### src/lvg_regs.svh
// Register numbers, reset values and timing counts of the low-voltage I/O control block
`ifndef LVG_REGS_SVH
`define LVG_REGS_SVH

`define LVG_REG_IO0       6'h21
`define LVG_REG_IO1       6'h22
`define LVG_REG_IO2       6'h23
`define LVG_REG_IO3       6'h24
`define LVG_NUM_PINS      4
`define LVG_ADDR_W        6
`define LVG_DATA_W        24
`define LVG_CTRL_W        16
`define LVG_CTRL_RESET    16'h3808
`define LVG_DIN_BIT       1
`define LVG_CLK_NS        25
`define LVG_TICK_NS       1000000
`define LVG_TICK_CYCLES   (`LVG_TICK_NS / `LVG_CLK_NS)
`define LVG_DEBOUNCE_MS_1    5'h0a
`define LVG_DEBOUNCE_MS_2    5'h14
`define LVG_DEBOUNCE_MS_3    5'h1e
`define LVG_DEBOUNCE_CNT_W   5

`endif

### src/lvg_pkg.sv
// Types of the low-voltage I/O control block
package lvg_pkg;

  typedef enum logic [1:0] {
    LVG_DEBOUNCE_NONE = 2'h0,
    LVG_DEBOUNCE_10MS = 2'h1,
    LVG_DEBOUNCE_20MS = 2'h2,
    LVG_DEBOUNCE_30MS = 2'h3
  } lvg_debounce_type;

  typedef enum logic [1:0] {
    LVG_EDGE_NONE = 2'h0,
    LVG_EDGE_FALL = 2'h1,
    LVG_EDGE_BOTH = 2'h3,
    LVG_EDGE_RISE = 2'h2
  } lvg_edge_type;

  typedef struct packed {
    logic [1:0]       slew;
    logic [1:0]       pull_sel;
    logic             pull_en;
    logic             drive;
    logic             open_drain;
    logic             keep;
    lvg_edge_type     irq_edge;
    lvg_debounce_type debounce;
    logic             hysteresis;
    logic             dout;
    logic             din;
    logic             dir;
  } lvg_ctrl_type;

  typedef struct packed {
    logic       out;
    logic       oe;
    logic       hysteresis;
    logic       keep;
    logic       drive;
    logic       pull_en;
    logic [1:0] pull_sel;
    logic [1:0] slew;
  } lvg_pad_type;

endpackage : lvg_pkg

### src/lvg_pin.sv
// Debounce filter and edge event for one low-voltage pin
`timescale 1ns/1ps
`include "lvg_regs.svh"
module lvg_pin (
  input  wire logic          i_clk,
  input  wire logic          i_sys_rst,
  input  wire logic          i_tick,
  input  wire logic          i_raw,
  input  lvg_pkg::lvg_debounce_type i_debounce,
  input  lvg_pkg::lvg_edge_type     i_edge,
  output logic               o_level,
  output logic               o_event
);
  import lvg_pkg::*;

  logic [`LVG_DEBOUNCE_CNT_W-1:0] cnt_q;
  logic [`LVG_DEBOUNCE_CNT_W-1:0] cnt_d;
  logic [`LVG_DEBOUNCE_CNT_W-1:0] limit;
  logic                       level_q;
  logic                       level_d;
  logic                       prev_q;
  logic                       armed_q;
  logic                       event_q;
  wire                        differs = i_raw != level_q;
  wire                        expired = (cnt_q + 5'h01) >= limit;
  wire                        rise    = level_q & ~prev_q;
  wire                        fall    = ~level_q & prev_q;
  wire                        hit_d   = (rise & i_edge[1]) | (fall & i_edge[0]);

  // Stable time in millisecond ticks
  assign limit = (i_debounce == LVG_DEBOUNCE_10MS) ? `LVG_DEBOUNCE_MS_1 :
                 (i_debounce == LVG_DEBOUNCE_20MS) ? `LVG_DEBOUNCE_MS_2 : `LVG_DEBOUNCE_MS_3;

  always_comb begin
    level_d = level_q;
    cnt_d   = cnt_q;
    if (i_debounce == LVG_DEBOUNCE_NONE) begin
      level_d = i_raw;
      cnt_d   = '0;
    end else if (!differs) begin
      cnt_d = '0;
    end else if (i_tick) begin
      if (expired) begin
        level_d = i_raw;
        cnt_d   = '0;
      end else begin
        cnt_d = cnt_q + 5'h01;
      end
    end
  end

  always_ff @(posedge i_clk or posedge i_sys_rst) begin
    if (i_sys_rst) begin
      cnt_q   <= '0;
      level_q <= 1'b0;
      prev_q  <= 1'b0;
      armed_q <= 1'b0;
      event_q <= 1'b0;
    end else begin
      cnt_q   <= cnt_d;
      level_q <= level_d;
      // First level taken after reset is not an edge
      prev_q  <= armed_q ? level_q : level_d;
      armed_q <= 1'b1;
      event_q <= hit_d;
    end
  end

  assign o_level = level_q;
  assign o_event = event_q;

endmodule : lvg_pin

### src/lvg_top.sv
// Four low-voltage I/O pins with their control registers
`timescale 1ns/1ps
`include "lvg_regs.svh"
module lvg_top #(
  parameter int TICK_CYCLES = `LVG_TICK_CYCLES
) (
  input  wire logic                   i_clk,
  input  wire logic                   i_sys_rst,
  input  wire logic                   i_reg_wr,
  input  wire logic                   i_reg_rd,
  input  wire logic [`LVG_ADDR_W-1:0] i_reg_addr,
  input  wire logic [`LVG_DATA_W-1:0] i_reg_wdata,
  output logic      [`LVG_DATA_W-1:0] o_reg_rdata,
  input  wire logic [`LVG_NUM_PINS-1:0] i_pad_in,
  output lvg_pkg::lvg_pad_type [`LVG_NUM_PINS-1:0] o_pad,
  output logic      [`LVG_NUM_PINS-1:0] o_irq_event
);
  import lvg_pkg::*;

  localparam logic [15:0] TICK_LAST = 16'(TICK_CYCLES - 1);

  ////////////////////////////////////////////////////////////////////////////
  // Millisecond tick divider

  logic [15:0] tick_cnt_q;
  logic        tick_q;
  wire         tick_wrap = tick_cnt_q == TICK_LAST;

  always_ff @(posedge i_clk or posedge i_sys_rst) begin
    if (i_sys_rst) begin
      tick_cnt_q <= '0;
      tick_q     <= 1'b0;
    end else begin
      tick_cnt_q <= tick_wrap ? 16'h0000 : tick_cnt_q + 16'h0001;
      tick_q     <= tick_wrap;
    end
  end

  ////////////////////////////////////////////////////////////////////////////
  // Control registers and pads

  lvg_ctrl_type                    ctrl_q [`LVG_NUM_PINS];
  logic [`LVG_NUM_PINS-1:0]        hit;
  logic [`LVG_NUM_PINS-1:0]        level;
  logic [`LVG_DATA_W-1:0]          view   [`LVG_NUM_PINS];
  logic [`LVG_DATA_W-1:0]          rdata_q;
  logic [`LVG_DATA_W-1:0]          rdata_d;
  wire  lvg_ctrl_type              wr_ctrl = lvg_ctrl_type'(i_reg_wdata[`LVG_CTRL_W-1:0]);

  genvar g;
  generate
    for (g = 0; g < `LVG_NUM_PINS; g++) begin : g_pin
      assign hit[g] = i_reg_addr == (`LVG_REG_IO0 + 6'(g));

      always_ff @(posedge i_clk or posedge i_sys_rst) begin
        if (i_sys_rst) begin
          ctrl_q[g] <= lvg_ctrl_type'(`LVG_CTRL_RESET);
        end else if (i_reg_wr && hit[g]) begin
          ctrl_q[g] <= wr_ctrl;
        end
      end

      lvg_pin i_lvg_pin (
        .i_clk      (i_clk),
        .i_sys_rst  (i_sys_rst),
        .i_tick     (tick_q),
        .i_raw      (i_pad_in[g]),
        .i_debounce (ctrl_q[g].debounce),
        .i_edge     (ctrl_q[g].irq_edge),
        .o_level    (level[g]),
        .o_event    (o_irq_event[g])
      );

      // Stored input-state bit is never shown; the live level is
      assign view[g] = {8'h00, ctrl_q[g][`LVG_CTRL_W-1:2], level[g], ctrl_q[g].dir};

      // Open drain drives only while the output level is low
      assign o_pad[g].oe         = ctrl_q[g].dir & ~(ctrl_q[g].open_drain & ctrl_q[g].dout);
      assign o_pad[g].out        = ctrl_q[g].dout & ~ctrl_q[g].open_drain;
      assign o_pad[g].hysteresis = ctrl_q[g].hysteresis;
      assign o_pad[g].keep       = ctrl_q[g].keep;
      assign o_pad[g].drive      = ctrl_q[g].drive;
      assign o_pad[g].pull_en    = ctrl_q[g].pull_en;
      assign o_pad[g].pull_sel   = ctrl_q[g].pull_sel;
      assign o_pad[g].slew       = ctrl_q[g].slew;
    end
  endgenerate

  ////////////////////////////////////////////////////////////////////////////
  // Read port, one cycle latency, unmapped numbers read zero

  always_comb begin
    rdata_d = '0;
    for (int i = 0; i < `LVG_NUM_PINS; i++) begin
      if (hit[i]) begin
        rdata_d = view[i];
      end
    end
  end

  always_ff @(posedge i_clk or posedge i_sys_rst) begin
    if (i_sys_rst) begin
      rdata_q <= '0;
    end else if (i_reg_rd) begin
      rdata_q <= rdata_d;
    end
  end

  assign o_reg_rdata = rdata_q;

  ////////////////////////////////////////////////////////////////////////////
  // Checks

  logic out_of_rst_q;

  always_ff @(posedge i_clk or posedge i_sys_rst) begin
    if (i_sys_rst) begin
      out_of_rst_q <= 1'b0;
    end else begin
      out_of_rst_q <= 1'b1;
    end
  end

  chk_reset_value : assert property (@(posedge i_clk) disable iff (i_sys_rst)
    $rose(out_of_rst_q) && !$past(i_reg_wr) |->
      ctrl_q[0] == lvg_ctrl_type'(`LVG_CTRL_RESET) && ctrl_q[3] == lvg_ctrl_type'(`LVG_CTRL_RESET))
    else $error("control fields not at default after reset");

  chk_write_stores : assert property (@(posedge i_clk) disable iff (i_sys_rst)
    i_reg_wr && i_reg_addr == `LVG_REG_IO2 |=> ctrl_q[2] == $past(wr_ctrl))
    else $error("write to third pin register not stored");

  chk_reserved_zero : assert property (@(posedge i_clk) disable iff (i_sys_rst)
    i_reg_rd |=> o_reg_rdata[`LVG_DATA_W-1:`LVG_CTRL_W] == 8'h00)
    else $error("reserved bits read nonzero");

  chk_unmapped_zero : assert property (@(posedge i_clk) disable iff (i_sys_rst)
    i_reg_rd && hit == '0 |=> o_reg_rdata == '0)
    else $error("unmapped register number reads nonzero");

  chk_din_level : assert property (@(posedge i_clk) disable iff (i_sys_rst)
    i_reg_rd && hit[1] |=> o_reg_rdata[`LVG_DIN_BIT] == $past(level[1]))
    else $error("input state bit differs from pin level");

  chk_input_float : assert property (@(posedge i_clk) disable iff (i_sys_rst)
    !ctrl_q[0].dir |-> !o_pad[0].oe)
    else $error("input pin is driven");

  chk_push_pull : assert property (@(posedge i_clk) disable iff (i_sys_rst)
    ctrl_q[1].dir && !ctrl_q[1].open_drain |-> o_pad[1].oe && o_pad[1].out == ctrl_q[1].dout)
    else $error("push-pull output does not follow level bit");

  chk_open_drain : assert property (@(posedge i_clk) disable iff (i_sys_rst)
    ctrl_q[2].open_drain && o_pad[2].oe |-> !o_pad[2].out && !ctrl_q[2].dout)
    else $error("open-drain output drives high");

  chk_pad_attrs : assert property (@(posedge i_clk) disable iff (i_sys_rst)
    o_pad[3].drive == ctrl_q[3].drive && o_pad[3].slew == ctrl_q[3].slew &&
      o_pad[3].pull_sel == ctrl_q[3].pull_sel && o_pad[3].hysteresis == ctrl_q[3].hysteresis)
    else $error("pad attributes differ from control fields");

  chk_no_debounce : assert property (@(posedge i_clk) disable iff (i_sys_rst)
    (out_of_rst_q && ctrl_q[0].debounce == LVG_DEBOUNCE_NONE) [*2] ##0 $stable(i_pad_in[0]) |->
      level[0] == i_pad_in[0])
    else $error("undebounced level lags the pin");

  chk_event_edge : assert property (@(posedge i_clk) disable iff (i_sys_rst)
    o_irq_event[1] |-> $past(level[1], 2) != $past(level[1]) &&
      ($past(level[1]) ? $past(ctrl_q[1].irq_edge[1]) : $past(ctrl_q[1].irq_edge[0])))
    else $error("event without a selected edge");

  chk_event_pulse : assert property (@(posedge i_clk) disable iff (i_sys_rst)
    o_irq_event[0] && ctrl_q[0].irq_edge != LVG_EDGE_BOTH |=> !o_irq_event[0])
    else $error("single-edge event longer than one cycle");

  cov_write : cover property (@(posedge i_clk) disable iff (i_sys_rst)
    i_reg_wr && hit[0]);
  cov_event : cover property (@(posedge i_clk) disable iff (i_sys_rst)
    o_irq_event[2]);
  cov_od_low : cover property (@(posedge i_clk) disable iff (i_sys_rst)
    ctrl_q[3].open_drain && o_pad[3].oe);
  cov_tick : cover property (@(posedge i_clk) disable iff (i_sys_rst)
    tick_q);

endmodule : lvg_top

### config.mk
export PLATFORM = sky130hd
export DESIGN_NAME = lvg_top
export DESIGN_NICKNAME = d
export VERILOG_FILES = /design/src/lvg_pkg.sv /design/src/lvg_pin.sv /design/src/lvg_top.sv
export VERILOG_INCLUDE_DIRS = /design/src
export SDC_FILE = /design/constraint.sdc
export NUM_CORES = 1
export LEC_CHECK = 0
export BUFFER_PORTS_ARGS = -buffer_cell sky130_fd_sc_hd__clkbuf_2
export CAP_MARGIN = 0
export CORE_MARGIN = 2
export CORE_UTILIZATION = 30
export DETAILED_ROUTE_END_ITERATION = 8
export GPL_ROUTABILITY_DRIVEN = 0
export GPL_TIMING_DRIVEN = 1
export HOLD_SLACK_MARGIN = 0.15
export PLACE_DENSITY_LB_ADDON = 0.05
export SLEW_MARGIN = 20
export SYNTH_ARGS = -nofsm -noshare
export SYNTH_HDL_FRONTEND = slang
export SYNTH_HIERARCHICAL = 1
export SYNTH_SLANG_ARGS = --single-unit
### constraint.sdc
create_clock -name i_clk -period 7.7 [get_ports i_clk]
set_input_delay 0.77 -clock i_clk [delete_from_list [all_inputs] [get_ports i_clk]]
set_output_delay 0.77 -clock i_clk [all_outputs]
set_load 0.02 [all_outputs]
* After elaboration in Yosys (flattened, before gate mapping)
Cells that the tools add are included.
** Cells by class
- $add $sub $neg :: 5
- Multipliers :: 0
- Div/mod/pow operators :: 0
- Magnitude comparators :: 4
- Equal/unequal tests :: 21
- Shift operators :: 0
- Muxes and demuxes :: 49
- Bitwise gates (word level) :: 48
- Reductions and logical operators :: 8
** Operators with widths (count)
- two-way mux 5 bit :: 20
- two-way mux 24 bit :: 3
- two-way mux 16 bit :: 2
- bitwise AND 1 bit :: 28
- equality test 6 bit, second input constant :: 4
- adder 5 x 1 -> 5 bit, second input constant :: 4
- greater-or-equal comparator 5 bit :: 4
- two-way mux 1 bit :: 20
- adder 16 x 1 -> 16 bit, second input constant :: 1
- equality test 16 bit, second input constant :: 1
- two-way mux 4 bit :: 4
- inverter 1 bit :: 16
- != test 3 bit, second input constant :: 4
- equality test 2 x 1 -> 1 bit, second input constant :: 4
- equality test 2 bit, second input constant :: 4
- logical NOT 2 bit :: 4
- logical AND 1 bit :: 4
- != test 1 bit :: 4
- bitwise OR 1 bit :: 4
** Word-level totals
- Bits in registers :: 134
- Bits in latches :: 0
- Memory bits (writable) :: 0
- ROM bits :: 0
- Input port bits :: 38
- Output and inout port bits :: 68
- Word-level logic and storage cells :: 199
- Memories :: 0

* Longest topological paths before layout
Gate-level depths: netlist of run 1.
- Depth in word-level cells :: 9
- Depth in mapped cells :: 9
- Mapped depth without buffers :: 9

* By module
Netlist of run 1, hierarchy kept.
** Modules (own cells, without submodules)
- lvg_top :: times used 1, cells each 363, area each 4514.3 µm², seq. area each 2347.3 µm²
- lvg_pin :: times used 4, cells each 62, area each 586.8 µm², seq. area each 225.2 µm²

* Worst setup path after synthesis of run 1
Ideal clock, no wire load.
- Kind :: input-to-reg
- From :: input i_reg_addr[4]
- To :: register ctrl_q[48] in the netlist's numbering
- Setup time :: 0.125 ns
- Arrival :: 2.042 ns
- Required time :: 7.575 ns
- Setup slack :: 5.534 ns
- Stages :: 5
- Path buffers :: 2
- Path through :: nor4b_4 -> and3_1 -> buf_4 -> buf_8 -> mux2_2
** Between the ends
- Cells in the longest elaborated chain, start to end :: 2
** RTL lines
- start, declared :: line lvg_top.sv:11 : input wire logic [`LVG_ADDR_W-1:0] i_reg_addr,
- equality test 6 bit :: line lvg_top.sv:53 : assign hit[g] = i_reg_addr == (`LVG_REG_IO0 + 6'(g));
- logical AND 1 bit :: line lvg_top.sv:58 : end else if (i_reg_wr && hit[g]) begin
- end signal, assigned by index :: line lvg_top.sv:57 : ctrl_q[g] <= lvg_ctrl_type'(`LVG_CTRL_RESET);
- end signal, assigned by index :: line lvg_top.sv:59 : ctrl_q[g] <= wr_ctrl;
- end, declared :: line lvg_top.sv:42 : lvg_ctrl_type ctrl_q [`LVG_NUM_PINS];
No other way between the ends.
A chain may end at the register's enable or synchronous reset.

* Worst setup path in the final report of run 1
- From :: input i_reg_addr[0]
- To :: register ctrl_q[4] in the netlist's numbering
Same word-level chain as after synthesis.

==> impl_results.md, run 1 <==
* Status: complete, no violations
* # setup viols final at 0
* Clock Root Buffer: clkbuf_16
* Synth top area share at 41.2%
* Pins Over Slew Limit at 0
* Die area at 24,100 um2
* Mean Syn Cell Area at 11.2 um2
* # diodes at 0
* Synth Warn # at 6
* Antenna Violating Nets Remaining at 0
* Initial core utilization at 30.4%
* Vias per cell at 4.82
* H-tree levels at 4
* Unrepaired setup endpoints after global routing: false
* CP Max Fanout at 20
* Cell count after synthesis at 611
* DRT Wirelength at 16,900 um
* Top cells by area, synth: dfrtp_1 (41%), mux2_2 (12%), dfstp_2 (6.1%)
* Avg WL per Cell at 17.5 um
* Area delta synth->final at 15.1%
* Crit-path slowest cell: and3_1
* DR iter-0 viols at 150
* Async set or reset register ratio after synthesis at 100%
* Die width at 155 um
* Bufs and invs on worst path at 1
* EDFF count, synth at 0
* Site Rows at 55
* Skew final at 6.59 ps
* Final net count at 730
* Largest stage delay, worst path at 730 ps
* Most frequent cells in the layout: dfrtp_1 (113), clkbuf_2 (88), mux2_2 (76), nor2_1 (34), nand2_1 (33)
* Fin. Hold Viols at 0
* Sequential share of the synthesized area at 47.3%
* Finished Cell Area at 7900 um2
* Clk slew on worst S/H paths at 60 ps
* Crit-path cells: clkbuf_2 -> nor2_1 -> and3_1 -> nand2_1 -> mux2_2
* Startpoint type of the worst setup path: input pin
* Post-synth top area cell: dfrtp_1
* Clock sinks at 129
* Routed vias at 4,675
* Setup repair bufs after CTS at 0
* Pin count of the biggest net entering global routing at 55
* Worst hold path class: input pin to asynchronous set/reset pin
* Skew-Pair Late Insertion Delay at 420 ps
* Slew @ Worst Pin at 1000 ps
* Critical Path RT at 7990 ps
* CP Class: input pin to flip-flop
* Global route overflow at 0
* Drt pass-1 iters at 4
* Post-Syn Area at 6860 um2
* Post_cts resized at 0
* Crit path max-delay family: simple AND/OR/NAND/NOR gates
* Io pins at 106
* Post-route DRC at 0
* Vias in the first global route at 4,879
* Slew margin rel. at 33.3%
* CTS tree: done
* Leak at 3.79 nW
* First-pass GRT wire length at 27,500 um
* Final Power at 1.90 mW
* Worst vdd ir at 122 uV
* Worst Setup End Kind: flip-flop
* Share of cells above drive strength 1 at 35.4%
* Power Dens Cells at 241 nW/um2
* Maximum Capacitance Violations at 0
* GRT Total Usage at 14.9%
* Core Area at 22,600 um2
* Die Ht at 155 um
* Hpwl dp at 11,800 um
* Top_reg_cell synth: dfrtp_1
* Most common cell after layout, fill and taps aside: dfrtp_1
* Placed instance area at 7310 um2
* Post-route clock period utilization at 39.0%
* Synthesized flop and latch total at 129
* Clock Path Buffers at 2
* Minimum clock period after layout at 3000 ps
* Crit path arrival time at 3300 ps
* Initial antenna violation count at 0
* Setup TNS at 0 ps
* Num CTS Buffers at 17
* Post-CTS Hold Buffers at 0
* Number of I/O port buffers at 88
* Synth unique cells at 49
* Fmax at 0.333 GHz
area by class of cell:
| type | count | area [um2] |
|---|---|---|
| inverter | 27 | 104 |
| multi-input combinational | 405 | 3130 |
| fill | 2322 | 14700 |
| clock inverter | 13 | 138 |
| sequential | 129 | 3250 |
| clock buffer | 19 | 453 |
| tap | 285 | 357 |
| timing repair buffer | 91 | 463 |
cells in the mapped netlist, types with 5 or more instances:
| cell type | count |
|---|---|
| dfrtp_1 | 113 |
| mux2_2 | 76 |
| buf_4 | 42 |
| nor2_1 | 34 |
| nand2_1 | 33 |
| inv_1 | 27 |
| ha_1 | 21 |
| xor2_1 | 19 |
| nand3_1 | 18 |
| nor2b_1 | 18 |
| a21oi_1 | 16 |
| a22o_1 | 16 |
| a22oi_1 | 16 |
| dfstp_2 | 16 |
| o21ai_1 | 16 |
| nand4_1 | 12 |
| xnor2_1 | 11 |
| clkbuf_1 | 7 |
| nor3_1 | 6 |
| and4_1 | 5 |
| buf_2 | 5 |
| conb_1 | 5 |
sequential cells by signal (all words and copies together), names as in the netlist:
register / cells
o_pad: 32
ctrl_q: 28
g_pin.i_lvg_pin/cnt_q: 20
o_reg_rdata: 16
tick_cnt_q: 16
g_pin.i_lvg_pin/armed_q: 4
g_pin.i_lvg_pin/o_event: 4
g_pin.i_lvg_pin/o_level: 4
g_pin.i_lvg_pin/prev_q: 4
tick_q: 1
metal layers:
metal | vias to the layer above | GRT usage (%) | wire length (um)
li1 | 2244 | - | -
met1 | 2333 | 20.2 | 8200
met2 | 83 | 23.7 | 7950
met3 | 15 | 3.70 | 586
met4 | 0 | 4.24 | 200
met5 | - | 0 | 0
report_power, final:
part | switching [mW] | leakage (nW) | internal [mW]
logic | 0.165 | 1.86 | 0.122
clock network | 0.316 | 0.285 | 0.493
registers | 0.0559 | 1.65 | 0.747
final timing paths:
| kind | from | endpoint | slack, ps | cells past startpoint |
|---|---|---|---|---|
| max in group asynchronous | i_sys_rst | ctrl_q[38] | 6100 | 3 |
| worst min-delay path | i_sys_rst | g_pin[0].i_lvg_pin/cnt_q[4] | 410 | 2 |
| worst max register to register | g_pin[1].i_lvg_pin/cnt_q[0] | g_pin[1].i_lvg_pin/o_level | 5350 | 9 |
| worst max-delay path | i_reg_addr[0] | ctrl_q[4] | 4700 | 5 |
| min in group i_clk | tick_cnt_q[14] | tick_cnt_q[14] | 510 | 1 |
| worst min register to register | tick_cnt_q[14] | tick_cnt_q[14] | 510 | 1 |
worst reg2reg max path, delay by kind of cell, from the launching register on:
kind	cells	cell delay, ps
adders and majority gates	2	630
DFF	1	430
and+or+nand+nor	2	340
muxes	1	290
AOI/OAI and AO/OA	2	240
xor gates and xnor gates	1	230
buffers and inverters	1	70
per-stage QoR:
step	utilization, %	hold WS (ps)	std cells	setup slack [ps]
detailed placement	32.4	489	937	4170
global route	35.0	445	969	4510
finish	35.0	414	969	4700
global placement	32.4	490	937	4130
floorplan	-	456	618	4540
CTS	35.0	424	969	4600
logic make-up (layout without fill, tap and decap cells):
logic type               after synthesis  in the layout  synth area share (%)
buffers and inverters                 84            150                  7.37
other                                  5             12                 0.274
flip-flops                           129            129                  47.3
XOR/XNOR                              30             30                  3.83
adder cells (fa/ha/maj)               21             21                  3.83
AO/OA/AOI/OAI                        108            108                  11.7
AND/OR/NAND/NOR                      154            154                  12.3
multiplexers                          80             80                  13.3
Power figures use the tool's default switching activity.
==> inputs of run 2 (changes only) <==
--- a/config.mk
+++ b/config.mk
@@ -6,6 +6,7 @@
 export SDC_FILE = /design/constraint.sdc
 export NUM_CORES = 1
 export LEC_CHECK = 0
+export ABC_AREA = 1
 export BUFFER_PORTS_ARGS = -buffer_cell sky130_fd_sc_hd__clkbuf_2
 export CAP_MARGIN = 0
 export CORE_MARGIN = 2
==> constraint.sdc (replaced) <==
create_clock -name i_clk -period 2.73 [get_ports i_clk]
set_input_delay 0.273 -clock i_clk [delete_from_list [all_inputs] [get_ports i_clk]]
set_output_delay 0.273 -clock i_clk [all_outputs]
set_load 0.02 [all_outputs]
==> run 2 against run 1 <==
Compared with the run above: first-iteration DRC count is 67% higher; area after synthesis increased by 2.6%; die area grew 2.5%; synthesized cell count rose by 42%; combinational power grew to 3.3 times the previous value.
==> impl_results.md, run 2 <==
* Status: complete, no violations
* Skew final at 5.30 ps (-1.29 ps)
* Synth top area share at 40.2% (-1.0 points)
* H-tree levels at 4 (unchanged)
* Core Area at 23,300 um2 (+3.1%)
* Inst Count DP at 1,231 (+31%)
* Setup repair bufs after CTS at 0 (unchanged)
* Number of I/O port buffers at 88 (unchanged)
* Synth top cells by count: inv_1 (140), nand2_1 (140), dfrtp_1 (113)
* Critical Path RT at 3050 ps (-4940 ps)
* Synth unique cells at 29 (-41%)
* Most common cell after layout, fill and taps aside: nand2_1
* Initial antenna violation count at 0 (unchanged)
* GRT Total Usage at 15.7% (+0.80 points)
* Die width at 157 um (+1.3%)
* Synth Warn # at 6 (unchanged)
* Pin count of the biggest net entering global routing at 46 (-16%)
* CP Class: flip-flop to flip-flop
* Die area at 24,700 um2 (+2.5%)
* Async set or reset register ratio after synthesis at 100% (unchanged)
* Initial core utilization at 30.3% (-0.14 points)
* Maximum Capacitance Violations at 0 (unchanged)
* First-pass GRT wire length at 29,600 um (+7.5%)
* Worst vdd ir at 249 uV (+100%)
* Global route overflow at 0 (unchanged)
* CP Max Fanout at 5 (-75%)
* Cell count after synthesis at 869 (+42%)
* Area delta synth->final at 19.2%
* Worst hold path class: input pin to flip-flop
* # setup viols final at 0 (unchanged)
* Pins Over Slew Limit at 0 (unchanged)
* Top_reg_cell synth: dfrtp_1
* Largest register FFs at 32 (unchanged)
* Vias per cell at 4.36 (-9.7%)
* Fmax at 0.477 GHz
* Vias in the first global route at 5,397 (+11%)
* Placed instance area at 7590 um2 (+3.9%)
* EDFF count, synth at 0 (unchanged)
* Startpoint type of the worst setup path: flip-flop
* Crit path arrival time at 2420 ps (-880 ps)
* Slew margin rel. at 55.5% (+22 points)
* Antenna Violating Nets Remaining at 0 (unchanged)
* Share of cells above drive strength 1 at 19.6% (-16 points)
* Leak at 4.19 nW (+10%)
* DR iter-0 viols at 251 (+67%)
* Post-synth top area cell: dfrtp_1
* Hpwl dp at 13,100 um (+12%)
* Most frequent cells in the layout: nand2_1 (140), inv_1 (139), dfrtp_1 (113), nor2_1 (97), nand3_1 (94)
* Post-route DRC at 0 (unchanged)
* Io pins at 106 (unchanged)
* Mean Syn Cell Area at 8.10 um2 (-28%)
* Setup TNS at 0 ps (unchanged)
* Skew-Pair Late Insertion Delay at 410 ps (about the same)
* Top cells by area, synth: dfrtp_1 (40%), inv_1 (7.5%), nand2_1 (7.5%)
* Die Ht at 157 um (+1.3%)
* Minimum clock period after layout at 2100 ps
* CTS tree: done
* Site Rows at 56 (+1.8%)
* Fin. Hold Viols at 0 (unchanged)
* Synthesized flop and latch total at 129 (unchanged)
* Routed vias at 5,567 (+19%)
* Clock sinks at 129 (unchanged)
* Clk slew on worst S/H paths at 60 ps (about the same)
* Clock Root Buffer: clkbuf_16
* Post_cts resized at 0 (unchanged)
* Avg WL per Cell at 14.1 um (-19%)
* Post-route clock period utilization at 76.8%
* Unrepaired setup endpoints after global routing: false
* # diodes at 0 (unchanged)
* Final net count at 1,005 (+38%)
* Power Dens Cells at 695 nW/um2 (+190%)
* DRT Wirelength at 18,100 um (+6.7%)
* Clock Path Buffers at 2 (unchanged)
* Drt pass-1 iters at 6 (+2)
* Slew @ Worst Pin at 667 ps (-334 ps)
* Fin util at 36.1% (+1.1 points)
* Post-Syn Area at 7040 um2 (+2.6%)
* Fillers at 2,506 (+7.9%)
* Num CTS Buffers at 17 (unchanged)
* Final Power at 5.83 mW (+210%)
* Worst Setup End Kind: flip-flop
* Sequential share of the synthesized area at 46.1% (-1.2 points)
* Finished Cell Area at 8390 um2 (+6.3%)
* Post-Layout Cell Count at 1,278 (+32%)
-- run 2: cell families after synthesis --
family,Yosys count,synth area share (%)
simple gates,365,22.7
fa+ha+maj,21,3.73
xor+xnor,21,2.61
compound gates,113,9.19
buf+inv,211,14.1
mux,4,1.28
flops,129,46.1
other cells,5,0.267
-- run 2: power breakdown --
part / internal, mW / switching (mW) / leakage [nW]
Clock: 1.64 / 0.887 / 0.316
Combinational: 0.312 / 0.640 / 2.27
Sequential: 2.16 / 0.188 / 1.61
-- run 2: through the flow --
step / hold WS, ps / setup WS (ps)
after floorplan: 101 / 63.2
after global placement: 398 / 612
after detailed placement: 390 / 602
after CTS: 159 / 597
after global routing: 188 / 412
final: 179 / 634
-- run 2: worst paths after layout --
kind / startpoint / end / slack, ps / cells after the start
setup / recovery: g_pin[3].i_lvg_pin/cnt_q[0] / g_pin[3].i_lvg_pin/cnt_q[3] / 630 / 8
hold / removal: i_reg_wdata[4] / ctrl_q[4] / 180 / 3
setup reg to reg: g_pin[3].i_lvg_pin/cnt_q[0] / g_pin[3].i_lvg_pin/cnt_q[3] / 630 / 8
hold reg to reg: g_pin[0].i_lvg_pin/prev_q / g_pin[0].i_lvg_pin/o_event / 440 / 1
max in group asynchronous: i_sys_rst / o_pad[24] / 1430 / 4
min in group asynchronous: i_sys_rst / g_pin[1].i_lvg_pin/o_level / 490 / 3
-- run 2: critical path: stages (launching register included) --
cell	delay, ps
dfrtp_1	450
ha_1	260
nand3_1	100
xor2_1	210
ha_1	280
a21oi_1	160
nand3_1	130
or2_4	290
o22ai_1	140
-- run 2: repair_timing --
action	in CTS	in global routing
endpoints found under the setup margin	0	0
hold buffers	15	0
endpoints found under the hold margin	110	0
-- run 2: metal layers --
metal / up-vias / share of wire (%) / global-route usage (%)
li1: 2868 / - / -
met1: 2609 / 51 / 22.6
met2: 81 / 44 / 23.5
met3: 9 / 4.4 / 4.21
met4: 0 / 0.76 / 3.51
met5: - / 0 / 0
-- run 2: layout make-up --
class,instances,area (um2),share of cell area (%)
clock buffer,18,439,5.23
clock inverter,14,211,2.52
inverter,146,551,6.56
multi-input combinational,536,2830,33.7
sequential,129,3250,38.7
tap,319,399,4.76
timing repair buffer,116,713,8.50
